<file path="src/verilog/tsp_pkg.sv">
// package: register map, field positions, mode codes and timing for the two-wire serial port control
package tsp_pkg;
  // register byte offsets on the apb bus
  localparam logic [7:0] OFF_CON1   = 8'h00;
  localparam logic [7:0] OFF_CON2   = 8'h04;
  localparam logic [7:0] OFF_CON3   = 8'h08;
  localparam logic [7:0] OFF_RELOAD = 8'h0C;
  localparam logic [7:0] OFF_BUF    = 8'h10;
  localparam logic [7:0] OFF_IRQST  = 8'h14;
  localparam logic [7:0] OFF_IRQMSK = 8'h18;
  localparam logic [7:0] OFF_STAT   = 8'h1C;
  // control one fields
  localparam int CON1_OVF  = 6;
  localparam int CON1_EN   = 5;
  localparam int CON1_CKR  = 4;
  // control two fields
  localparam int CON2_ACK  = 4;
  localparam int CON2_STOP = 2;
  localparam int CON2_RST  = 1;
  localparam int CON2_STRT = 0;
  // control three fields
  localparam int CON3_ACKT = 7;
  localparam int CON3_PCIE = 6;
  localparam int CON3_START_DETECT_IRQ_ENABLE = 5;
  localparam int CON3_BUFFER_OVERWRITE_ENABLE = 4;
  localparam int CON3_HT   = 3;
  localparam int CON3_SBCD = 2;
  localparam int CON3_ADDRESS_HOLD_ENABLE = 1;
  localparam int CON3_DATA_HOLD_ENABLE = 0;
  // interrupt status bits
  localparam int IRQ_START = 0;
  localparam int IRQ_STOP  = 1;
  localparam int IRQ_COLL  = 2;
  localparam int IRQ_BYTE  = 3;
  localparam int IRQ_SEQ   = 4;
  localparam int IRQ_W     = 5;
  // mode codes
  localparam logic [3:0] MODE_S10_SP = 4'hF;
  localparam logic [3:0] MODE_S7_SP  = 4'hE;
  localparam logic [3:0] MODE_FWMST  = 4'hB;
  localparam logic [3:0] MODE_HWMST  = 4'h8;
  localparam logic [3:0] MODE_S10    = 4'h7;
  localparam logic [3:0] MODE_S7     = 4'h6;
  localparam logic [3:0] MODE_SPI_S  = 4'h4;
  localparam logic [3:0] MODE_SPI_SN = 4'h5;
  // reset values
  localparam logic [7:0] RST_CON1 = 8'h10;
  localparam logic [7:0] RST_ZERO = 8'h00;
  // timing
  localparam int CLK_MHZ     = 50;
  localparam int HOLD_LNG_NS = 300;
  localparam int HOLD_SHT_NS = 100;
  localparam int HOLD_LNG_CY = (HOLD_LNG_NS * CLK_MHZ + 999) / 1000;
  localparam int HOLD_SHT_CY = (HOLD_SHT_NS * CLK_MHZ + 999) / 1000;
  // bus sequence kinds
  typedef enum logic [1:0] {SEQ_START, SEQ_RSTART, SEQ_STOP, SEQ_ACK} tsp_seq_t;
  // apb request carrier
  typedef struct packed {
    logic        sel;
    logic        en;
    logic        wr;
    logic [7:0]  addr;
    logic [31:0] wdata;
  } tsp_apb_req_t;
endpackage : tsp_pkg

</file>
<file path="src/verilog/tsp_brg.sv">
// file: bit-rate divider giving a one-cycle tick every reload+1 clocks
`timescale 1ns/1ps
module tsp_brg #(
  parameter int W = 8
) (
  input  wire logic         clk_i,
  input  wire logic         rstn_i,
  input  wire logic         run_i,
  input  wire logic [W-1:0] reload_i,
  output logic              tick_o
);
  logic [W-1:0] cnt;
  // half-period tick; two ticks per bus clock period gives osc/(2*(reload+1))
  always_ff @(posedge clk_i or negedge rstn_i) begin
    if (!rstn_i) begin
      cnt    <= '0;
      tick_o <= 1'b0;
    end else if (!run_i) begin
      cnt    <= reload_i;
      tick_o <= 1'b0;
    end else if (cnt == '0) begin
      cnt    <= reload_i;
      tick_o <= 1'b1;
    end else begin
      cnt    <= cnt - W'(1);
      tick_o <= 1'b0;
    end
  end
endmodule : tsp_brg

</file>
<file path="src/verilog/tsp_hold.sv">
// file: data-line hold timer after a bus clock falling edge
`timescale 1ns/1ps
module tsp_hold (
  input  wire logic clk_i,
  input  wire logic rstn_i,
  input  wire logic fall_i,
  input  wire logic long_i,
  output logic      busy_o
);
  logic [4:0] cnt;
  // counts the hold window; data line changes only once busy drops
  always_ff @(posedge clk_i or negedge rstn_i) begin
    if (!rstn_i) begin
      cnt <= '0;
    end else if (fall_i) begin
      cnt <= long_i ? 5'(tsp_pkg::HOLD_LNG_CY) : 5'(tsp_pkg::HOLD_SHT_CY);
    end else if (cnt != '0) begin
      cnt <= cnt - 5'h01;
    end
  end
  assign busy_o = (cnt != '0);
endmodule : tsp_hold

</file>
<file path="src/verilog/tsp_ctrl.sv">
// file: top of the two-wire serial port control with apb registers
//
// Function
// - mode field selects slave, master variants
// - master clock is osc/(2*(reload+1))
// - repeated start generated, bit self-clears in hardware master mode only
// - ack flag set fall8, cleared rise9
// - start/stop enables ignored in such modes
// - data hold 300 or 100 ns
// - slave collision irq never raised, even when enabled
// - address hold stretches clock after match
// - ack flag active only with holding
//
// The implementer's own choices: the placing of the registers and the APB register port.
`timescale 1ns/1ps
module tsp_ctrl (
  input  wire logic        clk_i,
  input  wire logic        rstn_i,
  input  wire logic        psel_i,
  input  wire logic        penable_i,
  input  wire logic        pwrite_i,
  input  wire logic [7:0]  paddr_i,
  input  wire logic [31:0] pwdata_i,
  output logic [31:0]      prdata_o,
  output logic             pready_o,
  output logic             pslverr_o,
  input  wire logic        scl_i,
  input  wire logic        sda_i,
  output logic             scl_oe_o,
  output logic             sda_oe_o,
  output logic             irq_o
);
  tsp_pkg::tsp_apb_req_t req;
  logic [7:0] con1, con2, con3, reload, rxbuf, txbuf, shreg;
  logic [tsp_pkg::IRQ_W-1:0] irq_st, irq_msk, irq_set;
  logic [3:0] mode, bitcnt;
  logic       en, master, slave, spi_slave, sp_mode, busy, wr, rd;
  logic       scl_q, sda_q, scl_rise, scl_fall, start_det, stop_det;
  logic       addr_phase, addr_match, bf, tick, hold_busy;
  logic       seq_act, seq_end, seq_ph, next_scl_oe, next_sda_oe;
  logic       coll;
  tsp_pkg::tsp_seq_t seq;

  assign req = '{sel: psel_i, en: penable_i, wr: pwrite_i, addr: paddr_i, wdata: pwdata_i};
  // a write lands once, at the edge where the master sees pready; a second pass would re-clear w1c bits
  assign wr  = req.sel && req.en && req.wr && pready_o;
  // read side effects go with the data capture, so a byte landing later is not cleared unseen
  assign rd  = req.sel && req.en && !req.wr && !pready_o;

  // mode decode
  assign mode      = con1[3:0];
  assign en        = con1[tsp_pkg::CON1_EN];
  assign master    = en && (mode == tsp_pkg::MODE_HWMST || mode == tsp_pkg::MODE_FWMST);
  assign slave     = en && (mode == tsp_pkg::MODE_S7 || mode == tsp_pkg::MODE_S10 ||
                            mode == tsp_pkg::MODE_S7_SP || mode == tsp_pkg::MODE_S10_SP);
  assign sp_mode   = (mode == tsp_pkg::MODE_S7_SP || mode == tsp_pkg::MODE_S10_SP);
  assign spi_slave = en && (mode == tsp_pkg::MODE_SPI_S || mode == tsp_pkg::MODE_SPI_SN);
  assign busy      = seq_act;

  // bus edge and condition detection; pins are already synchronous
  always_ff @(posedge clk_i or negedge rstn_i) begin
    if (!rstn_i) begin
      scl_q <= 1'b1;
      sda_q <= 1'b1;
    end else begin
      scl_q <= scl_i;
      sda_q <= sda_i;
    end
  end
  assign scl_rise  = scl_i && !scl_q;
  assign scl_fall  = !scl_i && scl_q;
  assign start_det = scl_i && scl_q && sda_q && !sda_i;
  assign stop_det  = scl_i && scl_q && !sda_q && sda_i;

  // bit-rate divider, runs only for the hardware master sequence generator
  tsp_brg #(.W(8)) u_brg (
    .clk_i    (clk_i),
    .rstn_i   (rstn_i),
    .run_i    (seq_act && mode == tsp_pkg::MODE_HWMST),
    .reload_i (reload),
    .tick_o   (tick)
  );

  // data-line hold window after each falling clock edge
  tsp_hold u_hold (
    .clk_i  (clk_i),
    .rstn_i (rstn_i),
    .fall_i (scl_fall),
    .long_i (con3[tsp_pkg::CON3_HT]),
    .busy_o (hold_busy)
  );

  // byte receive shift and bit count; counter tracks rising edges of each 9-bit frame
  always_ff @(posedge clk_i or negedge rstn_i) begin
    if (!rstn_i) begin
      bitcnt     <= 4'h0;
      shreg      <= 8'h00;
      addr_phase <= 1'b1;
    end else if (start_det) begin
      bitcnt     <= 4'h0;
      addr_phase <= 1'b1;
    end else if (scl_rise && (slave || spi_slave)) begin
      shreg  <= {shreg[6:0], sda_i};
      bitcnt <= (bitcnt == 4'h8) ? 4'h0 : bitcnt + 4'h1;
      if (bitcnt == 4'h8) begin
        addr_phase <= 1'b0;
      end
    end
  end
  assign addr_match = (shreg[7:1] == reload[7:1]);

  // sequence engine: start, repeated start, stop, ack each take two ticks
  assign seq_end = seq_act && tick && seq_ph;
  always_ff @(posedge clk_i or negedge rstn_i) begin
    if (!rstn_i) begin
      seq_act <= 1'b0;
      seq_ph  <= 1'b0;
      seq     <= tsp_pkg::SEQ_START;
    end else if (!seq_act) begin
      seq_ph <= 1'b0;
      if (master && wr && req.addr == tsp_pkg::OFF_CON2) begin
        seq_act <= |req.wdata[4:0];
        if (req.wdata[tsp_pkg::CON2_STRT]) begin
          seq <= tsp_pkg::SEQ_START;
        end else if (req.wdata[tsp_pkg::CON2_RST]) begin
          seq <= tsp_pkg::SEQ_RSTART;
        end else if (req.wdata[tsp_pkg::CON2_STOP]) begin
          seq <= tsp_pkg::SEQ_STOP;
        end else begin
          seq <= tsp_pkg::SEQ_ACK;
        end
      end
    end else if (tick) begin
      seq_ph <= !seq_ph;
      if (seq_ph) begin
        seq_act <= 1'b0;
      end
    end
  end

  // open-drain drive for master sequences and slave clock stretch
  always_comb begin
    next_sda_oe = 1'b0;
    next_scl_oe = slave && !con1[tsp_pkg::CON1_CKR] && !scl_i;
    if (seq_act) begin
      case (seq)
        tsp_pkg::SEQ_START:  next_sda_oe = 1'b1;
        tsp_pkg::SEQ_RSTART: begin
          next_sda_oe = seq_ph;
          next_scl_oe = 1'b0;
        end
        tsp_pkg::SEQ_STOP:   next_sda_oe = !seq_ph;
        tsp_pkg::SEQ_ACK:    begin
          next_sda_oe = 1'b1;
          next_scl_oe = !seq_ph;
        end
        default:             next_sda_oe = 1'b0;
      endcase
    end else if (hold_busy) begin
      next_sda_oe = sda_oe_o;
    end
  end
  always_ff @(posedge clk_i or negedge rstn_i) begin
    if (!rstn_i) begin
      scl_oe_o <= 1'b0;
      sda_oe_o <= 1'b0;
    end else begin
      scl_oe_o <= next_scl_oe;
      sda_oe_o <= next_sda_oe;
    end
  end

  // collision: line low while we released it, masked by a constant zero so never raised
  assign coll = slave && !sda_oe_o && !hold_busy && scl_rise && !sda_i && 1'b0;

  // control registers; hardware-side updates win over software
  always_ff @(posedge clk_i or negedge rstn_i) begin
    if (!rstn_i) begin
      con1   <= tsp_pkg::RST_CON1;
      con2   <= tsp_pkg::RST_ZERO;
      con3   <= tsp_pkg::RST_ZERO;
      reload <= tsp_pkg::RST_ZERO;
      txbuf  <= tsp_pkg::RST_ZERO;
      rxbuf  <= tsp_pkg::RST_ZERO;
      bf     <= 1'b0;
    end else begin
      if (wr && req.addr == tsp_pkg::OFF_CON1) begin
        con1 <= req.wdata[7:0];
      end
      if (wr && req.addr == tsp_pkg::OFF_CON2 && !busy) begin
        con2 <= req.wdata[7:0];
      end
      if (wr && req.addr == tsp_pkg::OFF_CON3) begin
        con3[6:0] <= req.wdata[6:0];
      end
      if (wr && req.addr == tsp_pkg::OFF_RELOAD) begin
        reload <= req.wdata[7:0];
      end
      if (wr && req.addr == tsp_pkg::OFF_BUF && !busy) begin
        txbuf <= req.wdata[7:0];
      end
      if (rd && req.addr == tsp_pkg::OFF_BUF) begin
        bf <= 1'b0;
      end
      if (seq_end) begin
        con2[4:0] <= 5'h00;
      end
      // acknowledge slot flag
      if (!(con3[tsp_pkg::CON3_ADDRESS_HOLD_ENABLE] || con3[tsp_pkg::CON3_DATA_HOLD_ENABLE])) begin
        con3[tsp_pkg::CON3_ACKT] <= 1'b0;
      end else if (slave && scl_fall && bitcnt == 4'h8) begin
        con3[tsp_pkg::CON3_ACKT] <= 1'b1;
      end else if (scl_rise && bitcnt == 4'h8) begin
        con3[tsp_pkg::CON3_ACKT] <= 1'b0;
      end
      // completed byte in receive buffer and clock stretch
      if ((slave || spi_slave) && scl_fall && bitcnt == 4'h8) begin
        if (bf) begin
          con1[tsp_pkg::CON1_OVF] <= 1'b1;
        end
        // only the spi slave overwrites a full buffer; a two-wire slave keeps the unread byte
        if (!bf || (spi_slave && con3[tsp_pkg::CON3_BUFFER_OVERWRITE_ENABLE])) begin
          rxbuf <= shreg;
          bf    <= 1'b1;
        end
        if (slave && ((addr_phase && addr_match && con3[tsp_pkg::CON3_ADDRESS_HOLD_ENABLE]) ||
                      (!addr_phase && con3[tsp_pkg::CON3_DATA_HOLD_ENABLE]))) begin
          con1[tsp_pkg::CON1_CKR] <= 1'b0;
        end
      end
    end
  end

  // sticky event flags, set beats the write-one clear
  always_comb begin
    irq_set = '0;
    irq_set[tsp_pkg::IRQ_START] = start_det && slave && (sp_mode || con3[tsp_pkg::CON3_START_DETECT_IRQ_ENABLE]);
    irq_set[tsp_pkg::IRQ_STOP]  = stop_det && slave && (sp_mode || con3[tsp_pkg::CON3_PCIE]);
    irq_set[tsp_pkg::IRQ_COLL]  = coll && con3[tsp_pkg::CON3_SBCD];
    irq_set[tsp_pkg::IRQ_BYTE]  = (slave || spi_slave) && scl_fall && bitcnt == 4'h8;
    irq_set[tsp_pkg::IRQ_SEQ]   = seq_end;
  end
  always_ff @(posedge clk_i or negedge rstn_i) begin
    if (!rstn_i) begin
      irq_st  <= '0;
      irq_msk <= '0;
      irq_o   <= 1'b0;
    end else begin
      if (wr && req.addr == tsp_pkg::OFF_IRQST) begin
        irq_st <= (irq_st & ~req.wdata[tsp_pkg::IRQ_W-1:0]) | irq_set;
      end else begin
        irq_st <= irq_st | irq_set;
      end
      if (wr && req.addr == tsp_pkg::OFF_IRQMSK) begin
        irq_msk <= req.wdata[tsp_pkg::IRQ_W-1:0];
      end
      irq_o <= |(irq_st & irq_msk);
    end
  end

  // apb answer: one wait state, registered data
  always_ff @(posedge clk_i or negedge rstn_i) begin
    if (!rstn_i) begin
      pready_o  <= 1'b0;
      pslverr_o <= 1'b0;
      prdata_o  <= '0;
    end else begin
      pready_o  <= req.sel && req.en && !pready_o;
      pslverr_o <= 1'b0;
      prdata_o  <= '0;
      if (req.sel && req.en && !pready_o) begin
        case (req.addr)
          tsp_pkg::OFF_CON1:   prdata_o <= {24'h000000, con1};
          tsp_pkg::OFF_CON2:   prdata_o <= {24'h000000, con2};
          tsp_pkg::OFF_CON3:   prdata_o <= {24'h000000, con3};
          tsp_pkg::OFF_RELOAD: prdata_o <= {24'h000000, reload};
          tsp_pkg::OFF_BUF:    prdata_o <= {24'h000000, rxbuf};
          tsp_pkg::OFF_IRQST:  prdata_o <= {27'h0000000, irq_st};
          tsp_pkg::OFF_IRQMSK: prdata_o <= {27'h0000000, irq_msk};
          tsp_pkg::OFF_STAT:   prdata_o <= {30'h00000000, busy, bf};
          default:             pslverr_o <= 1'b1;
        endcase
      end
    end
  end

  // self-clearing of sequence bits happens within two divider ticks
  a_seq_clear: assert property (@(posedge clk_i) disable iff (!rstn_i)
    seq_end |=> (con2[4:0] == 5'h00)) else $error("sequence bits not cleared");
  a_busy_nowrite: assert property (@(posedge clk_i) disable iff (!rstn_i)
    busy && wr && req.addr == tsp_pkg::OFF_BUF |=> $stable(txbuf)) else $error("buffer written while busy");
  a_ackt_off: assert property (@(posedge clk_i) disable iff (!rstn_i)
    !(con3[tsp_pkg::CON3_ADDRESS_HOLD_ENABLE] || con3[tsp_pkg::CON3_DATA_HOLD_ENABLE]) |=> !con3[tsp_pkg::CON3_ACKT]) else $error("ack flag active");
  a_ackt_set: assert property (@(posedge clk_i) disable iff (!rstn_i)
    slave && scl_fall && bitcnt == 4'h8 && con3[1:0] != 2'b00 && !wr |=> con3[tsp_pkg::CON3_ACKT]) else $error("ack flag missed");
  a_ovf_set: assert property (@(posedge clk_i) disable iff (!rstn_i)
    spi_slave && scl_fall && bitcnt == 4'h8 && bf && !wr |=> con1[tsp_pkg::CON1_OVF]) else $error("overflow missed");
  a_buffer_overwrite_enable_write: assert property (@(posedge clk_i) disable iff (!rstn_i)
    spi_slave && scl_fall && bitcnt == 4'h8 && con3[tsp_pkg::CON3_BUFFER_OVERWRITE_ENABLE] |=> rxbuf == $past(shreg)) else $error("buffer not overwritten");
  a_coll_gate: assert property (@(posedge clk_i) disable iff (!rstn_i)
    !con3[tsp_pkg::CON3_SBCD] |-> !irq_set[tsp_pkg::IRQ_COLL]) else $error("collision irq while disabled");
  a_stretch: assert property (@(posedge clk_i) disable iff (!rstn_i)
    slave && !con1[tsp_pkg::CON1_CKR] && !scl_i && !seq_act |=> scl_oe_o) else $error("clock not held low");
endmodule : tsp_ctrl

</file>
<file path="config.mk">
export PLATFORM = sky130hd
export DESIGN_NAME = tsp_ctrl
export DESIGN_NICKNAME = d
export VERILOG_FILES = /design/src/verilog/tsp_pkg.sv /design/src/verilog/tsp_brg.sv /design/src/verilog/tsp_hold.sv /design/src/verilog/tsp_ctrl.sv
export SDC_FILE = /design/constraint.sdc
export NUM_CORES = 1
export LEC_CHECK = 0
export ABC_AREA = 1
export BUFFER_PORTS_ARGS = -buffer_cell sky130_fd_sc_hd__buf_4
export CORE_MARGIN = 5
export CORE_UTILIZATION = 25
export DETAILED_ROUTE_END_ITERATION = 10
export PLACE_DENSITY = 0.38
export SLEW_MARGIN = 15
export SYNTH_ARGS = -nofsm -noshare
export SYNTH_HDL_FRONTEND = slang
export SYNTH_SLANG_ARGS = --single-unit
</file>
<file path="constraint.sdc">
create_clock -name clk_i -period 2.05 [get_ports clk_i]
set_input_delay 0.3075 -clock clk_i [delete_from_list [all_inputs] [get_ports clk_i]]
set_output_delay 0.3075 -clock clk_i [all_outputs]
set_load 0.01 [all_outputs]
</file>
---- After elaboration in Yosys (flattened, before gate mapping) ----
Index checks and enable logic that the tools add are counted.
operators by class
  $add $sub $neg .......................... 3
  equal/unequal tests ..................... 23
  muxes and demuxes ....................... 45
  bitwise logic cells ..................... 7
  reductions and logical operators ........ 85
operators by type and width
  kind                   number
  $pmux W8 S8            1
  $logic_and A1 B1 Y1    46
  $eq A8 B5 Y1 const B   4
  $mux W32               1
  $mux W1                27
  $mux W5                5
  $eq A4 B4 Y1 const B   5
  $eq A4 B3 Y1 const B   4
  $eq A8 B4 Y1 const B   2
  $logic_not A8 Y1       2
  $mux W4                4
  $mux W8                2
  $logic_or A1 B1 Y1     12
  $logic_not A1 Y1       11
  $and A5 B5 Y5          2
  $or A5 B5 Y5           2
  $reduce_or A5 Y1       2
  $eq A8 B3 Y1 const B   1
  $reduce_and A2 Y1      4
  $reduce_bool A2 Y1     4
  $reduce_or A8 Y1       1
  $sub A8 B1 Y8 const B  1
  $eq A7 B7 Y1           1
  $mux W7                1
  other kinds (14)       18
word-level totals
  register bits ........................... 121
  input port bits ......................... 47
  output and inout bits ................... 37
  logic and storage cells ................. 191

---- Depth between registers and ports, before layout ----
Gate-level depths: netlist (run 1).
  depth in word-level cells ............... 10
  depth in mapped cells ................... 9
  mapped depth without buffers ............ 9

---- Hierarchy ----
From an unflattened synthesis (run 1), not the netlist that was laid out.
second synthesis, totals
  cells, all modules ...................... 646
  area, all modules ....................... 5257.5 sq um
by module, submodules not included
  module    instances  cells each  area each (sq um)  seq. area each (sq um)
  tsp_ctrl  1          538         4420.5             2082.0
  tsp_brg   1          71          554.3              225.2
  tsp_hold  1          37          282.8              125.1

---- Worst setup path before layout (run 1) ----
OpenSTA, ideal clock, no wires.
  path type ............................... register to register
  from .................................... register bitcnt[0]
  to ...................................... register rxbuf[7]
  setup time .............................. 117 ps
  data arrival time ....................... 1316 ps
  data required time ...................... 1933 ps
  path slack .............................. 616 ps
  cell stages (with the launch flop) ...... 9
  buffers on the path ..................... 1
  clock period less this slack ............ 1434 ps
  cell sequence ........................... dfrtp_1 inv_1 ha_1 nand3_2 nor2_2 nand3_4 buf_6 nand2_1 o21ai_2
between the ends
  longest elaborated chain between the ends .. 3
RTL lines
  item                         RTL line         RTL
  start: declaration           tsp_ctrl.sv:36   logic [3:0] mode, bitcnt;
  start signal: assignment     tsp_ctrl.sv:104  bitcnt <= (bitcnt == 4'h8) ? 4'h0 : bitcnt + 4'h1;
  $eq A4 B4 Y1                 tsp_ctrl.sv:217  if ((slave || spi_slave) && scl_fall && bitcnt == 4'h8) begin
  $logic_and A1 B1 Y1          tsp_ctrl.sv:217
  $reduce_and A2 Y1 (no line)  n/a
  end signal: assignment       tsp_ctrl.sv:184  rxbuf <= tsp_pkg::RST_ZERO;
  end signal: assignment       tsp_ctrl.sv:223  rxbuf <= shreg;
  end: declaration             tsp_ctrl.sv:34   logic [7:0] con1, con2, con3, reload, rxbuf, txbuf, shreg;
No other way between the ends.
A chain may end at the register's enable or synchronous reset.

---- Worst setup path in the final report (run 1) ----
  from .................................... register u_brg.cnt[3]
  to ...................................... register u_brg.cnt[3]
between the ends
  longest elaborated chain between the ends .. 3
  elaborated cells on any way between the ends .. 4
  classes of those cells .................. add/sub (1); mux (2); reduce/logical (1)
RTL lines
  item                                                      RTL line                      RTL
  start: declaration                                        tsp_brg.sv:12                 logic [W-1:0] cnt;
  start signal: assignment                                  tsp_brg.sv:19                 cnt <= reload_i;
  start signal: assignment                                  tsp_brg.sv:22                 cnt <= reload_i;
  start signal: assignment                                  tsp_brg.sv:25                 cnt <= cnt - W'(1);
  $sub A8 B1 Y8 / $logic_not A8 Y1 (equally long branches)  tsp_brg.sv:25, tsp_brg.sv:21
  $mux W8 (*)                                               tsp_brg.sv:21                 end else if (cnt == '0) begin
  $mux W8 (*)                                               tsp_brg.sv:18                 end else if (!run_i) begin
Every way passes the cells marked *; elsewhere a longest branch is shown, timed or not.

==> results of run 1 <==
-- registers in the layout, summed over array words and instances, names as in the netlist, 2 cells and up --
| signal | cells |
|---|---|
| prdata_o | 8 |
| irq_st | 5 |
| reload | 8 |
| con2 | 8 |
| irq_msk | 5 |
| rxbuf | 8 |
| u_brg.cnt | 8 |
| u_hold.cnt | 5 |
| shreg | 8 |
| bitcnt | 4 |
| con3 | 8 |
| seq | 2 |
| con1 | 8 |
-- placed cells by master (no fill, tap or decap), types with 2 or more instances in the layout --
master	n
buf_12	3
nand2_2	3
nor2_1	34
inv_1	81
inv_6	2
nor3_1	5
nand2_1	165
clkinvlp_4	2
nor4_1	2
o21a_1	4
nand2_4	4
nor2_4	5
a21oi_1	14
dfrtp_1	93
xor2_1	5
o21ai_0	36
o21ai_2	17
nor2_2	5
buf_4	42
o21ai_1	23
nand3_1	58
clkbuf_16	9
nand4_1	8
dfstp_2	4
ha_1	9
conb_1	24
nand3_2	5
-- metrics by stage --
step / hold WS (ns) / instance area, sq um / worst slack, ns / std cells / util [%]
detailed placement: 0.303 / 5710 / 0.321 / 934 / 28.1
floorplan: 0.0119 / 5270 / 0.616 / 656 / -
CTS: 0.0473 / 6030 / 0.306 / 951 / 29.7
global route: 0.0406 / 6030 / 0.124 / 951 / 29.7
global placement: 0.309 / 5710 / 0.342 / 934 / 28.1
finish: 0.0652 / 6030 / 0.363 / 951 / 29.7
-- routing by layer --
layer | vias up | GRT usage (%)
met5 | - | 0
met4 | 0 | 2.90
met3 | 13 | 3.01
met2 | 85 | 19.6
met1 | 1978 | 18.1
li1 | 2078 | -
-- cell families (layout without fill, tap and decap cells) --
kind of cell / after synthesis / after routing / synth area share (%)
AO/OA/AOI/OAI: 103 / 103 / 12.1
XOR/XNOR: 6 / 6 / 1.01
adder cells (fa/ha/maj): 9 / 9 / 2.17
buffers and inverters: 120 / 145 / 11.4
flip-flops: 97 / 97 / 46.9
other: 1 / 24 / 0.0724
AND/OR/NAND/NOR: 297 / 297 / 26.4
-- repair_timing --
item / in CTS / in global routing
hold buffers: 1 / 0
setup endpoints to repair: 0 / 0
hold endpoints to repair: 30 / 0
-- layout make-up --
class,count,area (sq um)
flip-flops and latches,97,2430
repair buffers,46,385
fillers,2190,14300
inverters,83,313
clock buffers,10,239
clock inverters,6,73.8
multi-input cells,439,2250
well taps,270,338
-- power groups by stage --
stage | logic [W] | clock network (W) | registers (W)
global route | 0.000508 | 0.00195 | 0.00204
floorplan | 0.000301 | 0 | 0.00206
global placement | 0.000427 | 0 | 0.00206
detailed placement | 0.000438 | 0 | 0.00206
finish | 0.000434 | 0.00180 | 0.00203
CTS | 0.000441 | 0.00188 | 0.00203
-- worst max-delay path: stages, from the launching register on --
cell and delay (ns):
dfrtp_1 0.36, inv_1 0.10, nand2_1 0.10, nor2_1 0.14, nand4_1 0.17, nand2_1 0.41, inv_1 0.14, nand2_1 0.08
o21ai_0 0.08
-- final timing paths --
check,depth (start not counted),endpoint,start
max,8,u_brg.cnt[3]$_DFF_PN0_,u_brg.cnt[3]$_DFF_PN0_
min,1,sda_q$_DFF_PN1_,sda_i
max reg2reg,8,u_brg.cnt[3]$_DFF_PN0_,u_brg.cnt[3]$_DFF_PN0_
min reg2reg,1,u_brg.cnt[0]$_DFF_PN0_,u_brg.cnt[0]$_DFF_PN0_
max in group asynchronous,3,con1[4]$_DFF_PN1_,rstn_i
min in group asynchronous,2,con1[7]$_DFFE_PN0N_,rstn_i
==> results.cfg, run 1 <==
[status]
status = completed

[synthesis]
yosysSeqAreaShare_pct = 46.9
synth_top_flop_cell = dfrtp_1
yosys-top-cells-area = dfrtp_1 45%, nand2_1 12%, inv_1 5.9%, nand3_1 5.6%, buf_4 3.9%
yosysTopAreaCell = dfrtp_1
yosys.cell_count.top_type = nand2_1
syn_area_sq_mm = 0.00518
yosys-top-cells-count = 165 x nand2_1, 93 x dfrtp_1, 81 x inv_1, 58 x nand3_1, 36 x o21ai_0
avgSynthCellArea_sq_um = 8.19
syn_inst = 633
ys_types = 41
yosys_warnings = 0
yosysTopAreaCellShare_pct = 44.9
ys_ff_latch = 97
synthArstFlopShare_pct = 100
synth_edf_count = 0

[floorplanning]
num_io_pins = 84
initial_core_util_pct = 25.5
die_y_microns = 154
die-area_sq_mm = 0.0237
coreArea_sq_mm = 0.0203
die_w_microns = 154
rows = 52

[timing]
max-slew-margin-rel_pct = 66.3
period_share_pct = 82.3
setup_tns_ns = 0
report.final.slew_viol_count = 0
rsz0062_at_grt = false
worst_pin_slew_ns = 0.504
fin_worst_skew_ns = 0.0110
min_period_ns = 1.69
setup_viol = 0
hold_viol = 0
timing.fmax_ghz = 0.593

[pwr]
p_sw_w = 0.00113
clkPwrFrac_pct = 42.3
p_comb_share_pct = 10.2
power_density_mw_per_mm2 = 707
swShare_pct = 26.5
seqPwrFrac_pct = 47.6
internal_power_w = 0.00313
ir_drop_uv = 366
power_w = 0.00426
power_leakage_nw = 2.91

[routing]
drc = 0
finalWirelength_microns = 14700
wl_met1_microns = 7220
routed.top_layer = met4
avgViaCountPerCell = 4.37
dr.pass1.iters = 5
met3_length_microns = 630
drtIter0Drc = 294
ant_nets = 0
vias = 4154
wl_met2_microns = 6540
wl_per_cell_microns = 15.4

[global_route]
grt_pass1_wl_microns = 23400
grt_max_degree = 36
grt_overflow = 0
grtUsageTotal_pct = 12.7
antenna_found_initial = 0
grt_pass1_vias = 4106

[setup_path]
ff2ff_setup_slack_ns = 0.36
crit_path_end_kind = register
cp_max_fo = 14
crit_type = reg -> reg
required_ns = 2.28
start_kind = register
worstPathArrival_ns = 1.91

[worst_hold_path]
hold_path.class = in -> reg

[final_layout]
drive_above_1_share_pct = 16.4
nets = 732
antenna_cells = 0
area_delta_synth_final_pct = 16.3

[clocking]
cts_setup_buffers = 0
path_clk_slew_ns = 0.07
clk_path_buf_depth = 2
cts_tree = yes
root_buffer = clkbuf_16
numCtsBuffers = 9
cts.sinks = 97
cts_resized = 0
clock_latency_ns = 0.36
cts-htree-levels = 3

[placement]
dp.final_hpwl_microns = 11200
gp_congestion = 0.783
place.port_buffers = 35

[run]
cap_violations = 0
Note: power is estimated with default switching activity, not from simulation.
==> inputs of run 2 (changes only) <==
--- a/config.mk
+++ b/config.mk
@@ -5,12 +5,12 @@
 export SDC_FILE = /design/constraint.sdc
 export NUM_CORES = 1
 export LEC_CHECK = 0
-export ABC_AREA = 1
+export ABC_AREA = 0
 export BUFFER_PORTS_ARGS = -buffer_cell sky130_fd_sc_hd__buf_4
 export CORE_MARGIN = 5
 export CORE_UTILIZATION = 25
 export DETAILED_ROUTE_END_ITERATION = 10
-export PLACE_DENSITY = 0.38
+export PLACE_DENSITY = 0.39
 export SLEW_MARGIN = 15
 export SYNTH_ARGS = -nofsm -noshare
 export SYNTH_HDL_FRONTEND = slang
==> constraint.sdc (replaced) <==
create_clock -name clk_i -period 1.4 [get_ports clk_i]
set_input_delay 0.21 -clock clk_i [delete_from_list [all_inputs] [get_ports clk_i]]
set_output_delay 0.21 -clock clk_i [all_outputs]
set_load 0.01 [all_outputs]
==> results.cfg, run 2 <==
[pwr]
power_w = 0.00634
swShare_pct = 25.6
internal_power_w = 0.00472
p_comb_share_pct = 13.4
power_density_mw_per_mm2 = 896
ir_drop_uv = 528
seqPwrFrac_pct = 46.7
p_sw_w = 0.00163
clkPwrFrac_pct = 39.8
power_leakage_nw = 3.35

[synthesis]
yosys.cell_count.top_type = dfrtp_1
synth_top_flop_cell = dfrtp_1
yosys_warnings = 0
ys_types = 57
synthArstFlopShare_pct = 100
ys_ff_latch = 97
yosysTopAreaCellShare_pct = 46.8
yosys-top-cells-area = dfrtp_1 47%, mux2_2 12%, buf_4 3.9%, mux2i_1 3.0%, nand2_1 2.7%
syn_inst = 445
yosys-top-cells-count = 93 x dfrtp_1, 52 x mux2_2, 36 x nand2_1, 26 x buf_4, 20 x o21ai_0
yosysTopAreaCell = dfrtp_1
synth_edf_count = 0
avgSynthCellArea_sq_um = 11.2
syn_area_sq_mm = 0.00497
yosysSeqAreaShare_pct = 48.9

[placement]
place.port_buffers = 35
dp_cells = 809
place_ws_ns = -0.542
gp_congestion = 0.843
place_area_sq_mm = 0.00619
dp.final_hpwl_microns = 11400

[status]
status = complete, but fails checks
failed_checks = setup timing

[final_layout]
drive_above_1_share_pct = 47.5
final_common_cell = buf_4
fin_area_sq_mm = 0.00708
nets = 641
antenna_cells = 0
area_delta_synth_final_pct = 42.5
finalNonFillerCells = 855
layout_common_cells = 117 x buf_4, 92 x dfrtp_1, 31 x mux2_4

[floorplanning]
die-area_sq_mm = 0.0228
die_w_microns = 151
rows = 51
die_y_microns = 151
coreArea_sq_mm = 0.0195
initial_core_util_pct = 25.5
num_io_pins = 84

[routing]
finalWirelength_microns = 15700
drtIter0Drc = 209
avgViaCountPerCell = 4.53
ant_nets = 0
drc = 0
dr.pass1.iters = 5
vias = 3873
wl_per_cell_microns = 18.4

[clocking]
cts_tree = yes
numCtsBuffers = 9
clock_latency_ns = 0.35
clk_path_buf_depth = 2
root_buffer = clkbuf_16
path_clk_slew_ns = 0.07
cts-htree-levels = 3
cts.sinks = 97

[timing]
report.final.slew_viol_count = 0
rsz0062_at_grt = true
fin_worst_skew_ns = 0.00871
period_share_pct = 120
min_period_ns = 1.68
holdWs_ns = 0.139
hold_viol = 0
timing.fmax_ghz = 0.596
timing.final.ws_setup_ns = -0.279
setup_viol = 68

[setup_path]
start_kind = register
cp_max_fo = 5
required_ns = 1.63
crit_path_end_kind = register
worstPathArrival_ns = 1.91
crit_type = reg -> reg

[run]
cap_violations = 0

[global_route]
grt_overflow = 0
grt_pass1_vias = 4020
grt_max_degree = 42
antenna_found_initial = 0
grtUsageTotal_pct = 14.1
grt_pass1_wl_microns = 23900

[worst_hold_path]
hold_path.class = in -> reg
==> run 2: cells by family (layout without fill, tap and decap cells) <==
logic type	count (synthesis)	count (layout)	synth area share, %
and+or+nand+nor	125	126	13.4
xor gates and xnor gates	18	18	3.17
muxes	73	73	16.8
DFF	97	97	48.9
other	1	24	0.0755
AOI/OAI and AO/OA	65	65	8.61
buffers and inverters	57	178	6.72
adders and majority gates	9	9	2.27
==> run 2: final timing paths <==
kind | slack, ns | depth (start not counted) | start | endpoint
max | -0.28 | 7 | bitcnt[0]$_DFFE_PN0P_ | rxbuf[4]$_DFFE_PN0P_
min | 0.14 | 2 | pwdata_i[7] | con1[7]$_DFFE_PN0N_
max in group asynchronous | 0.58 | 3 | rstn_i | con1[4]$_DFF_PN1_
max reg2reg | -0.28 | 7 | bitcnt[0]$_DFFE_PN0P_ | rxbuf[4]$_DFFE_PN0P_
min in group asynchronous | 0.26 | 2 | rstn_i | reload[7]$_DFFE_PN0P_
min reg2reg | 0.49 | 2 | con1[6]$_DFF_PN0_ | con1[6]$_DFF_PN0_
==> run 2: per-layer routing <==
metal  track usage, %  wire length [microns]  up-vias
met5                0                      0        -
met4             5.17                    325        0
met3             2.21                    535       22
li1                 -                      -     1808
met2             22.7                   7470       78
met1             19.1                   7390     1965
==> run 2: timing repair <==
item                                   CTS  global route
pin swaps                               17            21
setup endpoints to repair               80            84
hold buffers                             2             0
gates cloned                             3             0
buffers inserted                        17            18
gates resized for setup                 51            54
endpoints found under the hold margin   40             0
==> run 2: area by class of cell <==
type,count,area (sq um)
clock buffers,11,243
flip-flops and latches,97,2430
clock inverters,5,55.1
inverters,17,63.8
fillers,1979,12400
multi-input cells,315,2730
well taps,265,332
repair buffers,145,1220
==> run 2: per-stage QoR <==
stage	utilization [%]	setup TNS [ns]
after floorplan	-	-12.28
after global placement	31.7	-23.59
after detailed placement	31.7	-24.48
after CTS	35.0	-10.61
after global routing	36.3	-15.33
final	36.3	-9.02
==> run 2: power by group through the flow <==
stage	Clock, W	Sequential (W)	Combinational, W
floorplan	0	0.00299	0.000423
detailed placement	0	0.00300	0.000699
global placement	0	0.00300	0.000690
global route	0.00272	0.00297	0.000953
finish	0.00253	0.00296	0.000852
CTS	0.00263	0.00296	0.000748
==> run 2: worst max-delay path, stage by stage, from the launching register on <==
cell	delay (ns)
dfrtp_1	0.39
inv_2	0.08
ha_4	0.13
nand3b_1	0.14
nor4_4	0.23
buf_4	0.18
nand2_4	0.09
mux2_4	0.32
==> inputs of run 3 (changes only) <==
--- a/config.mk
+++ b/config.mk
@@ -8,9 +8,9 @@
 export ABC_AREA = 0
 export BUFFER_PORTS_ARGS = -buffer_cell sky130_fd_sc_hd__buf_4
 export CORE_MARGIN = 5
-export CORE_UTILIZATION = 25
+export CORE_UTILIZATION = 45
 export DETAILED_ROUTE_END_ITERATION = 10
-export PLACE_DENSITY = 0.39
+export PLACE_DENSITY = 0.65
 export SLEW_MARGIN = 15
 export SYNTH_ARGS = -nofsm -noshare
 export SYNTH_HDL_FRONTEND = slang
==> results.cfg, run 3 (synthesis results as in run 2) <==
[timing]
min_period_ns = 1.67
setup_viol = 61
holdWs_ns = 0.102
fin_worst_skew_ns = 0.0153
hold_viol = 0
timing.fmax_ghz = 0.599
period_share_pct = 119
timing.final.ws_setup_ns = -0.269
rsz0062_at_grt = true
report.final.slew_viol_count = 0

[placement]
place_area_sq_mm = 0.00600
place.port_buffers = 35
place_ws_ns = -0.505
dp.final_hpwl_microns = 9690
gp_congestion = 0.925

[final_layout]
fin_area_sq_mm = 0.00685
area_delta_synth_final_pct = 37.9
drive_above_1_share_pct = 46.6
final_common_cell = buf_4
layout_common_cells = 100 x buf_4, 93 x dfrtp_1, 34 x mux2_4
antenna_cells = 0
fillers = 823
nets = 630

[setup_path]
crit_type = reg -> reg
required_ns = 1.66
worstPathArrival_ns = 1.93
crit_path_end_kind = register
cp_max_fo = 5
start_kind = register

[floorplanning]
initial_core_util_pct = 45.8
die-area_sq_mm = 0.0132
rows = 38
die_w_microns = 115
coreArea_sq_mm = 0.0108
num_io_pins = 84
die_y_microns = 115

[run]
cap_violations = 0

[pwr]
power_density_mw_per_mm2 = 855
power_leakage_nw = 3.32
power_w = 0.00586
ir_drop_uv = 621

[global_route]
antenna_found_initial = 0
grt_overflow = 0
grt_pass1_wl_microns = 21600
grt_max_degree = 45
grtUsageTotal_pct = 21.4
grt_pass1_vias = 3907

[routing]
avgViaCountPerCell = 5.36
ant_nets = 0
dr.pass1.iters = 4
wl_per_cell_microns = 18.9
drtIter0Drc = 180
finalWirelength_microns = 13600
vias = 3856
drc = 0

[clocking]
clk_path_buf_depth = 2
cts_tree = yes
clock_latency_ns = 0.37
root_buffer = clkbuf_8
path_clk_slew_ns = 0.10
cts.sinks = 97
numCtsBuffers = 9
cts-htree-levels = 3

[status]
status = complete, but fails checks
failed_checks = setup timing

[worst_hold_path]
hold_path.class = in -> reg
## run 3: report_power, final
| part | internal (W) | total [W] | leakage [nW] | switching, W |
|---|---|---|---|---|
| registers | 0.00288 | 0.00296 | 1.30 | 0.0000833 |
| logic | 0.000400 | 0.000848 | 1.91 | 0.000448 |
| clock network | 0.00105 | 0.00205 | 0.113 | 0.000993 |
| total | 0.00433 | 0.00586 | 3.32 | 0.00152 |
## run 3: area by class of cell
type | instances | area [sq um] | area share, %
Inverter | 17 | 63.8 | 0.931
Multi-Input combinational cell | 315 | 2790 | 40.8
Clock inverter | 5 | 78.8 | 1.15
Tap cell | 140 | 175 | 2.56
Clock buffer | 11 | 141 | 2.06
Timing Repair Buffer | 134 | 1170 | 17.0
Sequential cell | 97 | 2430 | 35.5
## run 3: metal layers
layer / GRT usage, % / vias to the layer above / part of all wire, %
met3: 4.58 / 39 / 7.4
li1: - / 1784 / -
met4: 9.00 / 0 / 3.3
met1: 29.2 / 1882 / 42
met5: 0 / - / 0
met2: 33.4 / 151 / 48
## run 3: worst paths after layout
check                                         end  depth (start not counted)                    from  slack [ns]
hold reg to reg            addr_phase$_DFFE_PN1P_                          2  addr_phase$_DFFE_PN1P_        0.50
setup reg to reg             rxbuf[7]$_DFFE_PN0P_                          6     con1[3]$_DFFE_PN0N_       -0.27
max in group asynchronous    shreg[1]$_DFFE_PN0P_                          3                  rstn_i        0.52
hold / removal                con1[7]$_DFFE_PN0N_                          2             pwdata_i[7]        0.10
setup / recovery             rxbuf[7]$_DFFE_PN0P_                          6     con1[3]$_DFFE_PN0N_       -0.27
min in group asynchronous     con2[4]$_DFFE_PN0P_                          2                  rstn_i        0.30
## run 3: worst max-delay path, cell delays in order, from the launching register on
cell	delay, ns
dfrtp_1	0.42
buf_6	0.15
nor2b_4	0.14
nor4_4	0.25
buf_6	0.17
nand2_4	0.09
mux2_4	0.33
## run 3: what timing repair did
action,in CTS,in global routing
cloned,1,1
endpoints found under the setup margin,77,83
gates resized for setup,66,50
pin swaps,15,21
hold buffers,2,0
setup buffers,10,17
hold endpoints to repair,24,0
## run 3: stage by stage
stage	utilization [%]	cells	TNS (ns)
finish	63.2	719	-9.25
global route	63.2	719	-12.99
CTS	60.6	708	-8.01
detailed placement	55.3	681	-25.21
global placement	55.3	681	-23.47
floorplan	-	468	-12.28
